[config.mk]
export PLATFORM = sky130hd
export DESIGN_NAME = typec_charger_status_regs
export DESIGN_NICKNAME = d
export VERILOG_FILES = /design/src/logic/typec_status_pkg.sv /design/src/logic/pin_sync.sv /design/src/logic/event_flags.sv /design/src/logic/typec_charger_status_regs.sv
export SDC_FILE = /design/constraint.sdc
export NUM_CORES = 1
export LEC_CHECK = 0
export ABC_AREA = 1
export BUFFER_PORTS_ARGS = -buffer_cell sky130_fd_sc_hd__clkbuf_2
export CAP_MARGIN = 20
export CELL_PAD_IN_SITES_DETAIL_PLACEMENT = 1
export CELL_PAD_IN_SITES_GLOBAL_PLACEMENT = 1
export CORE_MARGIN = 3
export CORE_UTILIZATION = 37
export DETAILED_ROUTE_END_ITERATION = 8
export HOLD_SLACK_MARGIN = 0.1
export PLACE_DENSITY_LB_ADDON = 0.12
export REMOVE_ABC_BUFFERS = 1
export SYNTH_ARGS = -nofsm -noshare
export SYNTH_HDL_FRONTEND = slang
export SYNTH_SLANG_ARGS = --single-unit
[constraint.sdc]
create_clock -name clk_sys -period 1.5 [get_ports clk_sys]
set_input_delay 0.225 -clock clk_sys [delete_from_list [all_inputs] [get_ports clk_sys]]
set_output_delay 0.225 -clock clk_sys [all_outputs]
set_load 0.03 [all_outputs]
[src/logic/typec_status_pkg.sv]
`default_nettype none
package typec_status_pkg;
    // Register offsets
    localparam logic [7:0] RES_FLAGS_ADDR = 8'h06;
    localparam logic [7:0] COMMON_ADDR = 8'h07;
    localparam logic [7:0] VCONN_ADDR = 8'h08;
    localparam logic [7:0] STATE_ADDR = 8'h09;
    localparam logic [7:0] CONTROL_ADDR = 8'h10;
    localparam logic [7:0] STATUS_RESET = 8'h00;
    // Resistive flag positions
    localparam int GROUND_BIT = 5;
    localparam int SIDEBAND_BIT = 4;
    localparam int FINITE_BIT = 3;
    localparam int OPEN_BIT = 2;
    localparam int ABORT_BIT = 1;
    localparam int MOIST_BIT = 0;
    localparam int RES_FLAG_COUNT = 6;
    // Common status positions
    localparam int FAULT_BIT = 7;
    localparam int BAT_OV_BIT = 6;
    localparam int BAT_UV_BIT = 5;
    localparam int THERMAL_BIT = 4;
    localparam int LOW_POWER_BIT = 3;
    localparam int SAFE_ZERO_BIT = 1;
    localparam int IN_RANGE_BIT = 0;
    // Cable power status positions
    localparam int SHORT_BIT = 3;
    localparam int ENABLED_BIT = 2;
    localparam int OVERCURRENT_BIT = 1;
    localparam int GATED_BIT = 0;
    // CC machine status fields
    localparam int RESULT_LSB = 4;
    localparam int PIN_LSB = 2;
    localparam int CURRENT_LSB = 0;
    // Control register positions
    localparam int RELEASE_BIT = 0;
    localparam int MANUAL_BIT = 1;
    // Synchronised analog levels
    localparam int PIN_COUNT = 8;
    localparam int PIN_BAT_OV = 0;
    localparam int PIN_BAT_UV = 1;
    localparam int PIN_THERMAL = 2;
    localparam int PIN_SAFE_ZERO = 3;
    localparam int PIN_BUS_DET = 4;
    localparam int PIN_BUS_OVLO = 5;
    localparam int PIN_SHORT = 6;
    localparam int PIN_OVERCURRENT = 7;
    typedef enum logic [1:0] {
        ST_RUN = 2'b01,
        ST_FAULT = 2'b10
    } fault_state_t;
endpackage : typec_status_pkg
`default_nettype wire

[src/logic/pin_sync.sv]
`timescale 1ns/1ns
`default_nettype none
module pin_sync #(
    parameter int WIDTH = 8
) (
    input wire logic clk_sys,
    input wire logic sys_rst,
    input wire logic ce,
    input wire logic [WIDTH-1:0] pin_in,
    output logic [WIDTH-1:0] level
);
    logic [WIDTH-1:0] stage1;
    logic [WIDTH-1:0] stage2;
    logic [WIDTH-1:0] stage3;

    genvar i;
    generate
        for (i = 0; i < WIDTH; i++)
        begin : g_bit
            // Level moves only once the last two stages agree
            always_ff @(posedge clk_sys)
            begin
                if (sys_rst)
                begin
                    stage1[i] <= 1'b0;
                    stage2[i] <= 1'b0;
                    stage3[i] <= 1'b0;
                    level[i] <= 1'b0;
                end
                else if (ce)
                begin
                    stage1[i] <= pin_in[i];
                    stage2[i] <= stage1[i];
                    stage3[i] <= stage2[i];
                    if (stage2[i] == stage3[i])
                    begin
                        level[i] <= stage3[i];
                    end
                end
            end
        end
    endgenerate
endmodule : pin_sync
`default_nettype wire

[src/logic/event_flags.sv]
`timescale 1ns/1ns
`default_nettype none
module event_flags #(
    parameter int WIDTH = 6
) (
    input wire logic clk_sys,
    input wire logic sys_rst,
    input wire logic ce,
    input wire logic [WIDTH-1:0] set_evt,
    input wire logic [WIDTH-1:0] clear_req,
    output logic [WIDTH-1:0] flags
);
    logic [WIDTH-1:0] next_flags;

    // Set beats clear in the same cycle
    assign next_flags = (flags & ~clear_req) | set_evt;

    always_ff @(posedge clk_sys)
    begin
        if (sys_rst)
        begin
            flags <= '0;
        end
        else if (ce)
        begin
            flags <= next_flags;
        end
    end
endmodule : event_flags
`default_nettype wire

[src/logic/typec_charger_status_regs.sv]
`timescale 1ns/1ns
`default_nettype none
module typec_charger_status_regs #(
    parameter int ADDR_WIDTH = 8
) (
    input wire logic clk_sys,
    input wire logic sys_rst,
    input wire logic ce,
    input wire logic [ADDR_WIDTH-1:0] reg_addr,
    input wire logic reg_wr,
    input wire logic reg_rd,
    input wire logic [7:0] reg_wdata,
    output logic [7:0] reg_rdata,
    output logic reg_rvalid,
    input wire logic meas_ground_evt,
    input wire logic meas_sideband_done_evt,
    input wire logic meas_finite_invalid_evt,
    input wire logic meas_open_evt,
    input wire logic meas_abort_evt,
    input wire logic meas_moisture_evt,
    input wire logic bat_over_pin,
    input wire logic bat_under_pin,
    input wire logic thermal_pin,
    input wire logic bus_safe_zero_pin,
    input wire logic bus_detect_pin,
    input wire logic bus_over_pin,
    input wire logic cable_short_pin,
    input wire logic cable_overcurrent_pin,
    input wire logic low_power_entered,
    input wire logic cable_power_enabled,
    input wire logic charger_detect_gated,
    input wire logic [2:0] cc_machine_result,
    input wire logic [1:0] active_cc_pin,
    input wire logic [1:0] sink_current_allowed,
    output logic fault_state,
    output logic charger_detect_run
);
    logic [typec_status_pkg::PIN_COUNT-1:0] pins_raw;
    logic [typec_status_pkg::PIN_COUNT-1:0] pins;
    logic [typec_status_pkg::RES_FLAG_COUNT-1:0] meas_evt;
    logic [typec_status_pkg::RES_FLAG_COUNT-1:0] flag_clear;
    logic [typec_status_pkg::RES_FLAG_COUNT-1:0] res_flags;
    typec_status_pkg::fault_state_t state;
    typec_status_pkg::fault_state_t next_state;
    logic charger_detect_manual_run;
    logic next_detect_run;

    // Analog comparator levels cross into the clock domain
    assign pins_raw = {
        cable_overcurrent_pin,
        cable_short_pin,
        bus_over_pin,
        bus_detect_pin,
        bus_safe_zero_pin,
        thermal_pin,
        bat_under_pin,
        bat_over_pin
    };

    pin_sync #(
        .WIDTH(typec_status_pkg::PIN_COUNT)
    ) u_pin_sync (
        .clk_sys(clk_sys),
        .sys_rst(sys_rst),
        .ce(ce),
        .pin_in(pins_raw),
        .level(pins)
    );

    logic battery_over_voltage;
    logic battery_under_voltage;
    logic thermal_fault_active;
    logic bus_above_safe_zero;
    logic bus_supply_in_range;
    logic cable_power_short;
    logic cable_power_overcurrent;

    assign battery_over_voltage = pins[typec_status_pkg::PIN_BAT_OV];
    assign battery_under_voltage = pins[typec_status_pkg::PIN_BAT_UV];
    assign thermal_fault_active = pins[typec_status_pkg::PIN_THERMAL];
    assign bus_above_safe_zero = pins[typec_status_pkg::PIN_SAFE_ZERO];
    assign bus_supply_in_range = pins[typec_status_pkg::PIN_BUS_DET]
        & ~pins[typec_status_pkg::PIN_BUS_OVLO];
    assign cable_power_short = pins[typec_status_pkg::PIN_SHORT];
    assign cable_power_overcurrent = pins[typec_status_pkg::PIN_OVERCURRENT];

    // Register port decode
    logic sel_flags;
    logic sel_common;
    logic sel_vconn;
    logic sel_state;
    logic sel_control;
    logic wr_flags;
    logic wr_control;
    logic fault_release;

    assign sel_flags = reg_addr == typec_status_pkg::RES_FLAGS_ADDR;
    assign sel_common = reg_addr == typec_status_pkg::COMMON_ADDR;
    assign sel_vconn = reg_addr == typec_status_pkg::VCONN_ADDR;
    assign sel_state = reg_addr == typec_status_pkg::STATE_ADDR;
    assign sel_control = reg_addr == typec_status_pkg::CONTROL_ADDR;
    assign wr_flags = ce & reg_wr & sel_flags;
    assign wr_control = ce & reg_wr & sel_control;
    assign fault_release = wr_control & reg_wdata[typec_status_pkg::RELEASE_BIT];

    // Resistive measurement flags, write one to clear
    assign meas_evt = {
        meas_ground_evt,
        meas_finite_invalid_evt == 1'b1 ? 1'b0 : 1'b0,
        1'b0,
        1'b0,
        1'b0,
        1'b0
    } | {
        1'b0,
        meas_sideband_done_evt,
        meas_finite_invalid_evt,
        meas_open_evt,
        meas_abort_evt,
        meas_moisture_evt
    };
    assign flag_clear = wr_flags
        ? reg_wdata[typec_status_pkg::RES_FLAG_COUNT-1:0]
        : '0;

    event_flags #(
        .WIDTH(typec_status_pkg::RES_FLAG_COUNT)
    ) u_event_flags (
        .clk_sys(clk_sys),
        .sys_rst(sys_rst),
        .ce(ce),
        .set_evt(meas_evt),
        .clear_req(flag_clear),
        .flags(res_flags)
    );

    // Fault state machine
    logic fault_cause;

    assign fault_cause = battery_over_voltage | thermal_fault_active;

    always_comb
    begin
        case (state)
            typec_status_pkg::ST_RUN:
            begin
                next_state = fault_cause
                    ? typec_status_pkg::ST_FAULT
                    : typec_status_pkg::ST_RUN;
            end
            typec_status_pkg::ST_FAULT:
            begin
                next_state = (fault_release & ~fault_cause)
                    ? typec_status_pkg::ST_RUN
                    : typec_status_pkg::ST_FAULT;
            end
            default:
            begin
                next_state = typec_status_pkg::ST_FAULT;
            end
        endcase
    end

    // Gated detection may still be started by hand
    assign next_detect_run = ~charger_detect_gated | charger_detect_manual_run;

    always_ff @(posedge clk_sys)
    begin
        if (sys_rst)
        begin
            state <= typec_status_pkg::ST_RUN;
            fault_state <= 1'b0;
            charger_detect_manual_run <= 1'b0;
            charger_detect_run <= 1'b0;
        end
        else if (ce)
        begin
            state <= next_state;
            fault_state <= next_state == typec_status_pkg::ST_FAULT;
            charger_detect_run <= next_detect_run;
            if (wr_control)
            begin
                charger_detect_manual_run <= reg_wdata[typec_status_pkg::MANUAL_BIT];
            end
        end
    end

    // Register images
    logic [7:0] common_status;
    logic [7:0] cc_status_vconn;
    logic [7:0] cc_status_state;
    logic [7:0] control_image;
    logic [7:0] next_rdata;

    assign common_status = {
        state == typec_status_pkg::ST_FAULT,
        battery_over_voltage,
        battery_under_voltage,
        thermal_fault_active,
        low_power_entered,
        1'b0,
        bus_above_safe_zero,
        bus_supply_in_range
    };
    assign cc_status_vconn = {
        4'h0,
        cable_power_short,
        cable_power_enabled,
        cable_power_overcurrent,
        charger_detect_gated
    };
    assign cc_status_state = {
        1'b0,
        cc_machine_result,
        active_cc_pin,
        sink_current_allowed
    };
    assign control_image = {6'h00, charger_detect_manual_run, 1'b0};
    assign next_rdata = sel_flags ? {2'h0, res_flags}
        : sel_common ? common_status
        : sel_vconn ? cc_status_vconn
        : sel_state ? cc_status_state
        : sel_control ? control_image
        : typec_status_pkg::STATUS_RESET;

    always_ff @(posedge clk_sys)
    begin
        if (sys_rst)
        begin
            reg_rdata <= typec_status_pkg::STATUS_RESET;
            reg_rvalid <= 1'b0;
        end
        else if (ce)
        begin
            reg_rdata <= reg_rd ? next_rdata : reg_rdata;
            reg_rvalid <= reg_rd;
        end
    end

    ground_flag_set_a: assert property (@(posedge clk_sys) disable iff (sys_rst)
        ce && meas_ground_evt |=> res_flags[typec_status_pkg::GROUND_BIT])
        else $error("ground flag not set");
    sideband_flag_set_a: assert property (@(posedge clk_sys) disable iff (sys_rst)
        ce && meas_sideband_done_evt |=> res_flags[typec_status_pkg::SIDEBAND_BIT])
        else $error("sideband flag not set");
    finite_flag_set_a: assert property (@(posedge clk_sys) disable iff (sys_rst)
        ce && meas_finite_invalid_evt |=> res_flags[typec_status_pkg::FINITE_BIT])
        else $error("finite flag not set");
    open_flag_set_a: assert property (@(posedge clk_sys) disable iff (sys_rst)
        ce && meas_open_evt |=> res_flags[typec_status_pkg::OPEN_BIT])
        else $error("open flag not set");
    abort_flag_set_a: assert property (@(posedge clk_sys) disable iff (sys_rst)
        ce && meas_abort_evt |=> res_flags[typec_status_pkg::ABORT_BIT])
        else $error("abort flag not set");
    moisture_flag_set_a: assert property (@(posedge clk_sys) disable iff (sys_rst)
        ce && meas_moisture_evt |=> res_flags[typec_status_pkg::MOIST_BIT])
        else $error("moisture flag not set");
    flag_hold_a: assert property (@(posedge clk_sys) disable iff (sys_rst)
        res_flags[typec_status_pkg::GROUND_BIT] && !wr_flags |=>
        res_flags[typec_status_pkg::GROUND_BIT])
        else $error("flag dropped without clear");
    fault_entry_a: assert property (@(posedge clk_sys) disable iff (sys_rst)
        ce && fault_cause |=> fault_state && state == typec_status_pkg::ST_FAULT)
        else $error("fault not entered");
    fault_exit_a: assert property (@(posedge clk_sys) disable iff (sys_rst)
        fault_state && !fault_release |=> fault_state)
        else $error("fault left without release");
    in_range_read_a: assert property (@(posedge clk_sys) disable iff (sys_rst)
        ce && reg_rd && sel_common |=> reg_rvalid
        && reg_rdata[typec_status_pkg::IN_RANGE_BIT] == $past(bus_supply_in_range))
        else $error("bus range bit wrong");
    result_read_a: assert property (@(posedge clk_sys) disable iff (sys_rst)
        ce && reg_rd && sel_state |=> reg_rdata[6:4] == $past(cc_machine_result)
        && reg_rdata[7] == 1'b0)
        else $error("cc result field wrong");
    gated_run_a: assert property (@(posedge clk_sys) disable iff (sys_rst)
        ce && charger_detect_gated && !charger_detect_manual_run |=> !charger_detect_run)
        else $error("detection ran while gated");
endmodule : typec_charger_status_regs
`default_nettype wire

==> metrics.txt <==
critical path class=reg2reg; Vias=2156; CP required=1.69 ns; Clock Sinks=52; final hold violations=0; largest net degree at the start of global routing=36; Area growth syn-to-layout=21.87%; die area=0.007030 sq mm; Yosys cell types=23; DRC=0; Initial Util=39.51%; CTS resizes=0; slew of the pin with the lowest slew margin=0.3456 ns; clk_lat worst skew=0.30 ns; crit path DAT=1.56 ns; Diodes inserted=0; maximum fanout along the worst path=3; num ports=56; post-synthesis sequential area ratio=46.43%; Yosys warnings=0; H-tree depth=2; final setup fails=0; Hold WC Path Type=in2reg; die height=83.85 um; status=finished clean; unrepaired setup endpoints after global routing=false; CTS Hold Bufs=1; dominant cells by area after synthesis=dfxtp_1, nand2_1, o21ai_0, nor2_1, a21oi_1; Max Freq=0.7283 GHz; cell area after layout=0.002733 sq mm; FF+latch count, synth=52; Final Slew Violations=0; Peak VDD IR=0.6554 mV; fill count=761; post-synth top area share=46.43%; die width=83.85 um; post-DR wirelength/cell=13.91 um; initial DRC count=77; Synth Area per Inst=7.400 sq um; Clock Tree Buf Depth=2; Final Critical Period=1.373 ns; TritonCTS buffer count=5; Synth Instances=303; first drt pass iteration count=4; Core Region=0.005675 sq mm; antenna violations before repair=0; Clock Skews=0.002586 ns; IO Port Bufs=53; Tcrit/Tclk final=91.54%; RePlAce Congestion=0.7551; layout net count=404; Worst slew margin=76.88%; layout cells sized above 1=23.46%; DP Cell Count=421; multi-input logic area=0.001070 sq mm; setup TNS=0 ns; Crit. End Element=flip-flop; clock root buffer=clkbuf_8; Routed Antenna Nets=0; Worst-path clk slew=0.10 ns; FP Rows=27; Seq. cell area=0.001041 sq mm; Final Non-Filler Cells=430; Cell Area, Synth=0.002242 sq mm; Max Cap Viol=0; CP Launch Type=flip-flop; placed inst area=0.002611 sq mm; post-CTS setup buffer count=0; CTS tree=yes; grt total ovfl=0; vias in the first global route=2157; fin util=48.15%; global router's overall resource usage=17.48%; Post-DP HPWL=4.364 mm; power per cell area=1022 mW/mm^2; vias per inst=5.014; Routed WL=5.983 mm; first-pass GRT wire length=9.998 mm; dpl ws=0.08557 ns; fin worst setup slack=0.1269 ns; Synth area leader=dfxtp_1; leakage power=1.166 nW
metrics by stage:
step | total power, mW | hold slack [ns]
after floorplan | 1.691 | 0.2874
after global placement | 1.851 | 0.4257
after detailed placement | 1.862 | 0.4323
after CTS | 2.828 | 0.1302
after global routing | 2.942 | 0.1402
final | 2.792 | 0.1357
layer usage:
layer  up-vias  GRT usage [%]  routed length, um
met5         -              0                  0
met4         0          4.386                 56
met3         5          3.751                321
met2        51          29.86               2720
met1       998          22.35               2884
li1       1102              -                  -
flip-flops by register name (all words and copies together), names as in the netlist:
register and cells:
state 2, u_pin_sync.stage1 8, u_pin_sync.stage3 8, u_pin_sync.level 8, charger_detect_run 1, charger_detect_manual_run 1
fault_state 1, u_event_flags.flags 6, reg_rvalid 1, u_pin_sync.stage2 8, reg_rdata 8
where the power goes:
group	internal, mW	switching (mW)	leakage [nW]	total [mW]
combinational	0.134	0.213	0.686	0.347
sequential	1.45	0.0365	0.427	1.48
clock	0.494	0.467	0.0541	0.961
total	2.08	0.717	1.17	2.79
kinds of logic after synthesis:
family,Yosys count,synth area share (%)
fa+ha+maj,2,1.116
compound gates,75,18.42
flops,52,46.43
buf+inv,31,5.860
simple gates,143,28.18
cell usage after synthesis, drive strengths merged:
cell type	number
a21oi	33
a41oi	3
and2	2
buf	9
clkbuf	6
dfxtp	52
ha	2
inv	16
nand2	67
nand3	23
nor2	46
nor3	3
nor3b	1
o21ai	39
or2	1
cell usage in the layout (no fill, tap or decap), types with 2 or more instances in the layout:
| cell | instances |
|---|---|
| inv_1 | 11 |
| nand3_1 | 22 |
| o21ai_0 | 35 |
| inv_2 | 5 |
| clkbuf_2 | 53 |
| buf_12 | 2 |
| and2_1 | 2 |
| dfxtp_1 | 52 |
| nor2_1 | 45 |
| buf_4 | 6 |
| clkbuf_8 | 5 |
| o21ai_1 | 4 |
| nand2_1 | 66 |
| ha_1 | 2 |
| nor3_4 | 3 |
| a41oi_2 | 3 |
| a21oi_1 | 32 |
final timing paths:
path	start	endpoint	slack, ns	cells past startpoint
max	state[0]	fault_state	0.13	7
min	bus_over_pin	u_pin_sync.stage1[5]	0.14	3
max reg2reg	state[0]	fault_state	0.13	7
min reg2reg	u_event_flags.flags[0]	u_event_flags.flags[0]	0.46	2
area by class of cell:
type	count	share of cell area, %
timing repair buffer	62	13.19
multi-input combinational	220	39.15
clock buffer	5	2.518
sequential	52	38.10
clock inverter	3	1.557
inverter	16	2.198
tap	72	3.297
worst max-delay path, cell delays in order (launching register included):
cell     delay, ns
dfxtp_1       0.37
inv_1         0.05
ha_1          0.22
or2_1         0.25
a21oi_1       0.13
nand2_1       0.09
nand3_1       0.09
a21oi_1       0.06
No activity file was read; power rests on OpenSTA's default activity.
